`src/core/eeprom_pkg.sv`:
```
`default_nettype none
package eeprom_pkg;
    localparam logic [3:0] PROG_OFS    = 4'h0;
    localparam logic [3:0] PROT_OFS    = 4'h4;
    localparam logic [3:0] STAT_OFS    = 4'h8;
    localparam logic [3:0] ARRAY_OFS   = 4'hc;
    localparam int         PUMP_BIT    = 0;
    localparam int         LATCH_BIT   = 1;
    localparam int         ERASE_BIT   = 2;
    localparam int         ROW_BIT     = 3;
    localparam int         BYTE_BIT    = 4;
    localparam int         PCLK_BIT    = 5;
    localparam int         OPTP_BIT    = 4;
    localparam logic [7:0] PROG_RST    = 8'h00;
    localparam logic [4:0] PROT_RST    = 5'h1f;
    localparam int         PROT_WIN    = 64;
    localparam int         ADDR_W      = 9;
    localparam logic [8:0] OPT_ADDR    = 9'h1ff;
    localparam int         HOLD_MS     = 10;
    localparam int         CLK_KHZ     = 20000;
    localparam int         HOLD_CYC    = HOLD_MS * CLK_KHZ;
    typedef enum logic [1:0] {
        OP_BULK = 2'h0,
        OP_ROW  = 2'h1,
        OP_BYTE = 2'h3
    } erase_scope_t;
endpackage
`default_nettype wire

```
`src/core/eeprom_protect.sv`:
```
`default_nettype none
module eeprom_protect (
    input  wire logic       sys_clk,
    input  wire logic       rstn,
    input  wire logic       special_mode,
    input  wire logic       wr_en,
    input  wire logic [4:0] wr_data,
    output logic      [4:0] prot_q
);
    logic [6:0] age_q;
    logic       window_open;

    assign window_open = special_mode ||
        (age_q < 7'(eeprom_pkg::PROT_WIN));

    always_ff @(posedge sys_clk or negedge rstn) begin
        if (!rstn) begin
            age_q <= 7'h00;
        end else if (age_q < 7'(eeprom_pkg::PROT_WIN)) begin
            age_q <= age_q + 7'h01;
        end
    end

    // Clearing needs the window; setting back to one never does
    always_ff @(posedge sys_clk or negedge rstn) begin
        if (!rstn) begin
            prot_q <= eeprom_pkg::PROT_RST;
        end else if (wr_en) begin
            prot_q <= window_open ? wr_data : (prot_q | wr_data);
        end
    end
endmodule
`default_nettype wire

```
`src/core/eeprom_program_erase_control.sv`:
```
// Implementation choices: the Avalon-MM interface to the registers and the register addresses.
`default_nettype none
module eeprom_program_erase_control (
    input  wire logic        sys_clk,
    input  wire logic        rstn,
    // Avalon-MM slave
    input  wire logic [3:0]  address,
    input  wire logic        read,
    input  wire logic        write,
    input  wire logic [31:0] writedata,
    output logic      [31:0] readdata,
    output logic             waitrequest,
    // Mode and security
    input  wire logic        special_mode,
    input  wire logic        security_on,
    input  wire logic        expanded_req,
    output logic             expanded_allow,
    // Array side
    input  wire logic [8:0]  array_addr,
    input  wire logic [7:0]  array_wdata,
    input  wire logic        array_we,
    input  wire logic [7:0]  array_rdata_raw,
    output logic      [7:0]  array_rdata,
    output logic             array_rd_valid,
    output logic             hv_on,
    output logic             pump_rc_sel,
    output logic             erase_mode,
    output logic      [1:0]  erase_scope,
    output logic      [8:0]  lat_addr_q,
    output logic      [7:0]  lat_data_q,
    output logic             lat_valid_q,
    output logic             blocked
);
    // ==========================================================
    // Bus slave: one wait cycle on every access
    // ==========================================================
    logic        ack_q;
    logic        req;
    logic        wr_go;
    logic [7:0]  prog_q;
    logic [7:0]  wv;
    logic [4:0]  prot_q;
    logic        prot_wr;
    logic [17:0] hold_q;
    logic        target_prot;

    assign req         = (read || write) && !ack_q;
    assign waitrequest = (read || write) && !ack_q;
    assign wr_go       = write && ack_q;
    assign wv          = writedata[7:0];
    assign prot_wr     = wr_go && address == eeprom_pkg::PROT_OFS;

    always_ff @(posedge sys_clk or negedge rstn) begin
        if (!rstn) begin
            ack_q <= 1'b0;
        end else begin
            ack_q <= req;
        end
    end

    always_ff @(posedge sys_clk or negedge rstn) begin
        if (!rstn) begin
            readdata <= 32'h0000_0000;
        end else if (req && read) begin
            unique case (address)
                eeprom_pkg::PROG_OFS:  readdata <= {24'h000000, prog_q};
                eeprom_pkg::PROT_OFS:  readdata <= {27'h0000000, prot_q};
                eeprom_pkg::STAT_OFS:  readdata <= {29'h0, lat_valid_q,
                                                    hv_on, |hold_q};
                default:               readdata <= 32'h0000_0000;
            endcase
        end
    end

    // ==========================================================
    // Programming control register
    // ==========================================================
    always_ff @(posedge sys_clk or negedge rstn) begin
        if (!rstn) begin
            prog_q <= eeprom_pkg::PROG_RST;
        end else if (wr_go && address == eeprom_pkg::PROG_OFS) begin
            prog_q <= 8'(wv[5:0]);
            if (wv == 8'h00) begin
                prog_q <= eeprom_pkg::PROG_RST;
            end else if (wv[eeprom_pkg::LATCH_BIT] &&
                         wv[eeprom_pkg::PUMP_BIT] &&
                         !prog_q[eeprom_pkg::LATCH_BIT]) begin
                // Latch and pump together from idle: neither is taken
                prog_q[eeprom_pkg::LATCH_BIT] <= 1'b0;
                prog_q[eeprom_pkg::PUMP_BIT]  <= 1'b0;
            end else if (!wv[eeprom_pkg::LATCH_BIT]) begin
                // Pump needs the latch already set
                prog_q[eeprom_pkg::PUMP_BIT] <= 1'b0;
            end
        end
    end

    assign pump_rc_sel = prog_q[eeprom_pkg::PCLK_BIT];
    assign erase_mode  = prog_q[eeprom_pkg::ERASE_BIT];

    // Scope ignored in program mode; byte overrides row
    always_comb begin
        if (!erase_mode) begin
            erase_scope = eeprom_pkg::OP_BULK;
        end else if (prog_q[eeprom_pkg::BYTE_BIT]) begin
            erase_scope = eeprom_pkg::OP_BYTE;
        end else if (prog_q[eeprom_pkg::ROW_BIT]) begin
            erase_scope = eeprom_pkg::OP_ROW;
        end else begin
            erase_scope = eeprom_pkg::OP_BULK;
        end
    end

    // ==========================================================
    // Block protect
    // ==========================================================
    eeprom_protect u_prot (
        .sys_clk      (sys_clk),
        .rstn         (rstn),
        .special_mode (special_mode),
        .wr_en        (prot_wr),
        .wr_data      (wv[4:0]),
        .prot_q       (prot_q)
    );

    // Quarter of the 512-byte array per protect bit; option cell has its own
    always_comb begin
        if (array_addr == eeprom_pkg::OPT_ADDR) begin
            target_prot = prot_q[eeprom_pkg::OPTP_BIT];
        end else begin
            target_prot = prot_q[array_addr[8:7]];
        end
    end

    // ==========================================================
    // Latch capture and read blocking
    // ==========================================================
    always_ff @(posedge sys_clk or negedge rstn) begin
        if (!rstn) begin
            lat_addr_q  <= 9'h000;
            lat_data_q  <= 8'h00;
            lat_valid_q <= 1'b0;
        end else if (!prog_q[eeprom_pkg::LATCH_BIT]) begin
            lat_valid_q <= 1'b0;
        end else if (array_we && !prog_q[eeprom_pkg::PUMP_BIT] &&
                     !target_prot) begin
            lat_addr_q  <= array_addr;
            lat_data_q  <= array_wdata;
            lat_valid_q <= 1'b1;
        end
    end

    assign array_rd_valid = !prog_q[eeprom_pkg::LATCH_BIT];
    assign array_rdata    = array_rd_valid ? array_rdata_raw : 8'h00;

    // High voltage follows the pump bit, only with a protected-clear latch
    assign hv_on = prog_q[eeprom_pkg::PUMP_BIT] && lat_valid_q;
    assign blocked = prog_q[eeprom_pkg::LATCH_BIT] && array_we && target_prot;

    // Pump-on time counter; the status word shows software only whether it is nonzero
    always_ff @(posedge sys_clk or negedge rstn) begin
        if (!rstn) begin
            hold_q <= 18'h00000;
        end else if (!hv_on) begin
            hold_q <= 18'h00000;
        end else if (hold_q < 18'(eeprom_pkg::HOLD_CYC)) begin
            hold_q <= hold_q + 18'h00001;
        end
    end

    // ==========================================================
    // Security: internal access untouched, expanded modes refused
    // ==========================================================
    assign expanded_allow = expanded_req && !security_on;
endmodule
`default_nettype wire

```
`config.mk`:
```
export PLATFORM = sky130hd
export DESIGN_NAME = eeprom_program_erase_control
export DESIGN_NICKNAME = d
export VERILOG_FILES = /design/src/core/eeprom_pkg.sv /design/src/core/eeprom_protect.sv /design/src/core/eeprom_program_erase_control.sv
export SDC_FILE = /design/constraint.sdc
export NUM_CORES = 1
export LEC_CHECK = 0
export BUFFER_PORTS_ARGS = -buffer_cell sky130_fd_sc_hd__buf_2
export CORE_MARGIN = 1.5
export CORE_UTILIZATION = 43
export CTS_CLUSTER_SIZE = 20
export DETAILED_ROUTE_END_ITERATION = 8
export GPL_TIMING_DRIVEN = 0
export MAX_ROUTING_LAYER = met4
export PLACE_DENSITY_LB_ADDON = 0.08
export SLEW_MARGIN = 10
export SYNTH_ARGS = -nofsm -noshare
export SYNTH_HDL_FRONTEND = slang
export SYNTH_SLANG_ARGS = --single-unit
```
`constraint.sdc`:
```
create_clock -name sys_clk -period 2.15 [get_ports sys_clk]
set_input_delay 0.43 -clock sys_clk [delete_from_list [all_inputs] [get_ports sys_clk]]
set_output_delay 0.43 -clock sys_clk [all_outputs]
set_load 0.02 [all_outputs]
```
### Yosys cells after proc, flatten, opt, wreduce, memory -nomap -nowiden

Cells that the tools add are included.

| word-level totals | value |
|---|---|
| register bits after elaboration | 89 |
| bits of input ports | 69 |

| operators by class | value |
|---|---|
| $add $sub $neg | 2 |
| $lt $le $gt $ge | 3 |
| equal/unequal tests | 5 |
| mux-type cells | 18 |
| bitwise logic cells | 1 |
| reduce and logical (&&, ||, !) cells | 24 |

Operator list:

| operator | count |
|---|---|
| $mux 18 | 2 |
| $pmux 8 s3 | 1 |
| $add 18x1->18 const B | 1 |
| $lt 18x18->1 const B | 1 |
| $reduce_or 18->1 | 1 |
| $logic_and 1x1->1 | 13 |
| $eq 9x9->1 const B | 1 |
| $logic_not 8->1 | 1 |
| $mux 1 | 8 |
| $mux 8 | 1 |
| $add 7x1->7 const B | 1 |
| $lt 7x7->1 const B | 1 |
| $mux 2 | 3 |
| $logic_not 1->1 | 5 |
| $mux 5 | 1 |
| $or 5x5->5 | 1 |
| $eq 4x3->1 const B | 1 |
| $eq 4x4->1 const B | 1 |
| $logic_not 4->1 | 1 |
| $lt 2x4->1 const B | 1 |
| $mux 4 | 1 |
| $ne 2x1->1 const B | 2 |
| $bmux 1 s2 | 1 |
| $logic_or 1x1->1 | 2 |
| $reduce_and 2->1 | 1 |

### Longest topological paths before layout

| depth | value |
|---|---|
| depth in word-level cells | 7 |
| mapped depth | 6 |

### Modules after synthesis

From an unflattened synthesis, not the netlist that was laid out.

| unflattened totals | value |
|---|---|
| cell total of the unflattened synthesis | 302 |
| area total of the unflattened synthesis | 3188.1 um^2 |

By module, submodules not included:

| module | times used | cells each | area each (um^2) | seq. area each (um^2) |
|---|---|---|---|---|
| eeprom_program_erase_control | 1 | 269 | 2703.8 | 1226.2 |
| eeprom_protect | 1 | 33 | 484.2 | 306.5 |

### Worst setup path after synthesis

No wires, ideal clock.

| timing | value |
|---|---|
| path type | input to register |
| start point | input port array_addr[7] |
| end point | register lat_addr_q[1] |
| arrival | 2022 ps |
| data required time | 2025 ps |
| slack | 3 ps |
| cell stages on the path | 5 |
| path buffers | 1 |
| cells stage by stage | mux4_2 -> o31a_2 -> nor4_4 -> buf_8 -> mux2_4 |

| between the ends | value |
|---|---|
| longest elaborated chain between the ends | 6 |

Ends and longest elaborated chain:

| element | line | RTL |
|---|---|---|
| from (decl) | eeprom_program_erase_control.sv:19 | `input wire logic [8:0] array_addr,` |
| $bmux 1 s2 | eeprom_program_erase_control.sv:131 | `target_prot = prot_q[array_addr[8:7]];` |
| $mux 1 (not written as such) | eeprom_program_erase_control.sv:131 |  |
| $mux 1 * | eeprom_program_erase_control.sv:128 | `if (array_addr == eeprom_pkg::OPT_ADDR) begin` |
| $logic_not 1->1 * | eeprom_program_erase_control.sv:146 | `!target_prot) begin` |
| $logic_and 1x1->1 * | eeprom_program_erase_control.sv:145 | `end else if (array_we && !prog_q[eeprom_pkg::PUMP_BIT] &&` |
| $reduce_and 2->1 (no line) * | n/a |  |
| to (signal assigned) | eeprom_program_erase_control.sv:147 | `lat_addr_q <= array_addr;` |
| to (decl) | eeprom_program_erase_control.sv:29 | `output logic [8:0] lat_addr_q,` |

Mark *: on every way between the ends. The rest lies on a longest branch, timed or not. The select of a mux whose other input is x is not followed.
A chain may end at the register's enable or synchronous reset.

### Worst setup path in the final report

| timing | value |
|---|---|
| start point | register u_prot.prot_q[3] |
| end point | output port blocked |

| between the ends | value |
|---|---|
| longest elaborated chain between the ends | 4 |

Ends and longest elaborated chain:

| element | line | RTL |
|---|---|---|
| from (decl) | eeprom_protect.sv:8 | `output logic [4:0] prot_q` |
| from (signal assigned) | eeprom_protect.sv:27 | `prot_q <= eeprom_pkg::PROT_RST;` |
| from (signal assigned) | eeprom_protect.sv:29 | `prot_q <= window_open ? wr_data : (prot_q \| wr_data);` |
| $bmux 1 s2 | eeprom_program_erase_control.sv:131 |  |
| $mux 1 (not written as such) | eeprom_program_erase_control.sv:131 |  |
| $mux 1 | eeprom_program_erase_control.sv:128 |  |
| $logic_and 1x1->1 | eeprom_program_erase_control.sv:158 | `assign blocked = prog_q[eeprom_pkg::LATCH_BIT] && array_we && target_prot;` |
| to (decl) | eeprom_program_erase_control.sv:32 | `output logic blocked` |

Every way passes these cells. The select of a mux whose other input is x is not followed.

==> summary.txt <==
status: complete, no violations
crit path launch: u_prot.prot_q[3]$_DFFE_PN1P_
period utilization: 96.1%
Synth top cells by count: dfrtp_1, buf_4, nand2_1
row count: 31
Post-Synth Simple-Gate Area: 17.8%
clk slew on worst S/H paths: 0.07 ns
H-tree level count: 3
mux contribution to synthesized area: 11.5%
num ports: 136
total net switching power: 1150 uW
initial antenna violation count: 0
Setup TNS: 0 ns
pwr dens: 901 mW/mm2
die span in x: 88.9 um
CTS Hold Bufs: 0
post-synthesis sequential area ratio: 48.3%
Routed WL: 6.92 mm
Worst Tran Pin Value: 0.763 ns
Seq cells post-synth: 61
R2R depth: 5
1st-iter DRT viols: 89
Worst Path Max Fanout: 3
clk_skew: 0.00376 ns
Crit path required time: 1.72 ns
FILL cells: 687
cell count after synthesis: 303
multi-input logic area: 0.00149 mm2
Adder-Cell Fraction of Synth Area: 1.18%
Die Y-Extent: 88.9 um
cell area after layout: 0.00406 mm2
worst-case clock buffer depth: 2
most numerous cell in the Yosys netlist: dfrtp_1
global-route wire length before repair: 10.7 mm
final hold vios: 0
largest cells by area after synthesis: dfrtp_1, buf_4, mux2_2, mux2_4, dfstp_2
clk_lat worst skew: 0.34 ns
DRC viols: 0
RSZ-0062 raised after global routing: false
largest family of logic cells by synthesized area: simple AND/OR/NAND/NOR gates
Placed Area: 0.00380 mm2
Slew Limit Fails: 0
switching part of the total: 31.4%
Synth async-reset ratio: 100%
Int Power: 2510 uW
Post-Syn Area per Cell: 10.5 um2
cell leakage power: 0.00196 uW
Placed Cells: 509
Inserted Diodes: 0
grt ovf: 0
HP Class: in -> async
Compound-Gate Fraction of Synth Area: 10.6%
detailed-router iteration count before antenna repair: 4
area of the mapped netlist: 0.00317 mm2
Sequential Power Share: 41.1%
startpoint types: flip-flop
Max Fclk: 0.484 GHz
P&R area growth vs syn: 28.0%
ANT nets after route: 0
endpoints failing setup: 0
Starting Density: 44.0%
via count: 2568
Synth Warn #: 0
vias in the first global route: 2248
largest net degree at the start of global routing: 62
Max Cap Viol: 0
Worst Setup End Kind: output pin
Core Region: 0.00721 mm2
Worst Hold Slack: 0.174 ns
maximum VDD drop: 507 uV
CTS sink cnt: 61
combinational group share of total power: 29.2%
xor/xnor share of the synthesized area: 1.66%
Nets: 495
layout cells sized above 1: 37.6%
CTS buffer count: 9
fin crit period: 2.07 ns
post-synthesis cell type count: 41
CP arrival: 1.64 ns
CTS root buf: clkbuf_8
CTS tree: yes
Post-DP HPWL: 4.96 mm
Synth top area share: 44.2%
clock network power share: 29.7%
routed wire length per instance: 13.1 um
fin util: 56.3%
worst reg2reg path startpoint: u_prot.prot_q[3]$_DFFE_PN1P_
Port Buffers: 82
Synth Flop Type: dfrtp_1
All-Layer GR Usage: 18.5%
Reg area: 0.00153 mm2
die area: 0.00790 mm2
Post-synth EDFFs: 0
Vias/cell: 4.87
kind of critical path: reg -> out
Final Non-Filler Cells: 527
routability congestion estimate: 0.767
largest area contributor in the netlist: dfrtp_1
Worst slew margin: 49.1%
==> metal layers <==
layer	global-route usage, %	part of all wire [%]	vias to the layer above
li1	-	-	1274
met1	24.1	46	1224
met2	27.2	48	60
met3	6.19	5.0	10
met4	5.82	1.2	0
met5	-	0	-
==> metrics by stage <==
stage                     worst slack (ns)  power, uW
after global placement              -0.321       2570
after global routing                0.0122       3870
after CTS                           0.0280       3690
final                               0.0842       3660
after detailed placement            -0.295       2580
after floorplan                    0.00252       2220
==> power groups by stage <==
| stage | Clock [uW] | Sequential (uW) | Combinational (uW) |
|---|---|---|---|
| floorplan | 0 | 1740 | 483 |
| global placement | 0 | 1520 | 1050 |
| detailed placement | 0 | 1520 | 1060 |
| CTS | 1120 | 1500 | 1070 |
| global route | 1170 | 1530 | 1160 |
| finish | 1090 | 1500 | 1070 |
==> what timing repair did <==
item / 4_1_cts / 5_1_grt
resized for setup: 2 / 7
buffers inserted: 2 / 0
pin swaps: 1 / 0
endpoints found under the setup margin: 15 / 11
==> logic make-up after synthesis <==
| group | after synthesis |
|---|---|
| multiplexers | 29 |
| AND/OR/NAND/NOR | 106 |
| XOR/XNOR | 6 |
| adder cells (fa/ha/maj) | 3 |
| other | 1 |
| flip-flops | 61 |
| AO/OA/AOI/OAI | 51 |
| buffers and inverters | 46 |
==> path summary, 6_finish.rpt <==
path                                              to  slack (ns)
hold reg to reg              readdata[5]$_DFFE_PN0P_        0.47
setup reg to reg           lat_data_q[0]$_DFFE_PN0P_        0.10
max in group asynchronous  lat_data_q[6]$_DFFE_PN0P_        1.48
min in group sys_clk       lat_data_q[7]$_DFFE_PN0P_        0.32
hold / removal               readdata[5]$_DFFE_PN0P_        0.17
setup / recovery                             blocked        0.08
==> registers in the layout (all words and copies together) (netlist names) <==
signal,count
u_prot.prot_q,5
hold_q,18
lat_data_q,8
lat_valid_q,1
lat_addr_q,9
u_prot.age_q,7
ack_q,1
prog_q,6
readdata,6
==> worst max-delay path, cell delays in order, from the launching register on <==
cell and delay [ns]:
dfstp_2 0.38, mux4_2 0.48, o31a_4 0.15, nor2_4 0.10, nor2_1 0.04, buf_4 0.15
==> area by class of cell <==
cell class | count | area share (%)
sequential | 61 | 37.7
multi-input combinational | 221 | 36.6
timing repair buffer | 84 | 10.6
buffer | 37 | 6.13
clock buffer | 11 | 3.23
tap | 99 | 3.05
clock inverter | 5 | 1.85
inverter | 9 | 0.832
==> placed cells by master (no fill, tap or decap), types with 6 or more instances in the layout <==
cell	Yosys	layout
conb_1	1	26
o31ai_1	6	6
nand4_1	6	6
nand3_1	16	16
inv_1	9	9
mux2_2	13	13
nor2_1	18	17
buf_4	26	30
or3_1	7	7
mux2i_1	6	6
mux2_4	9	9
a21oi_1	11	11
o21ai_0	13	13
or4_1	7	7
nor2b_1	11	11
a22o_1	7	7
nand2_1	22	22
clkbuf_8	0	9
buf_2	0	80
clkbuf_1	10	11
dfrtp_1	56	56
(Power assumes the default switching activity.)
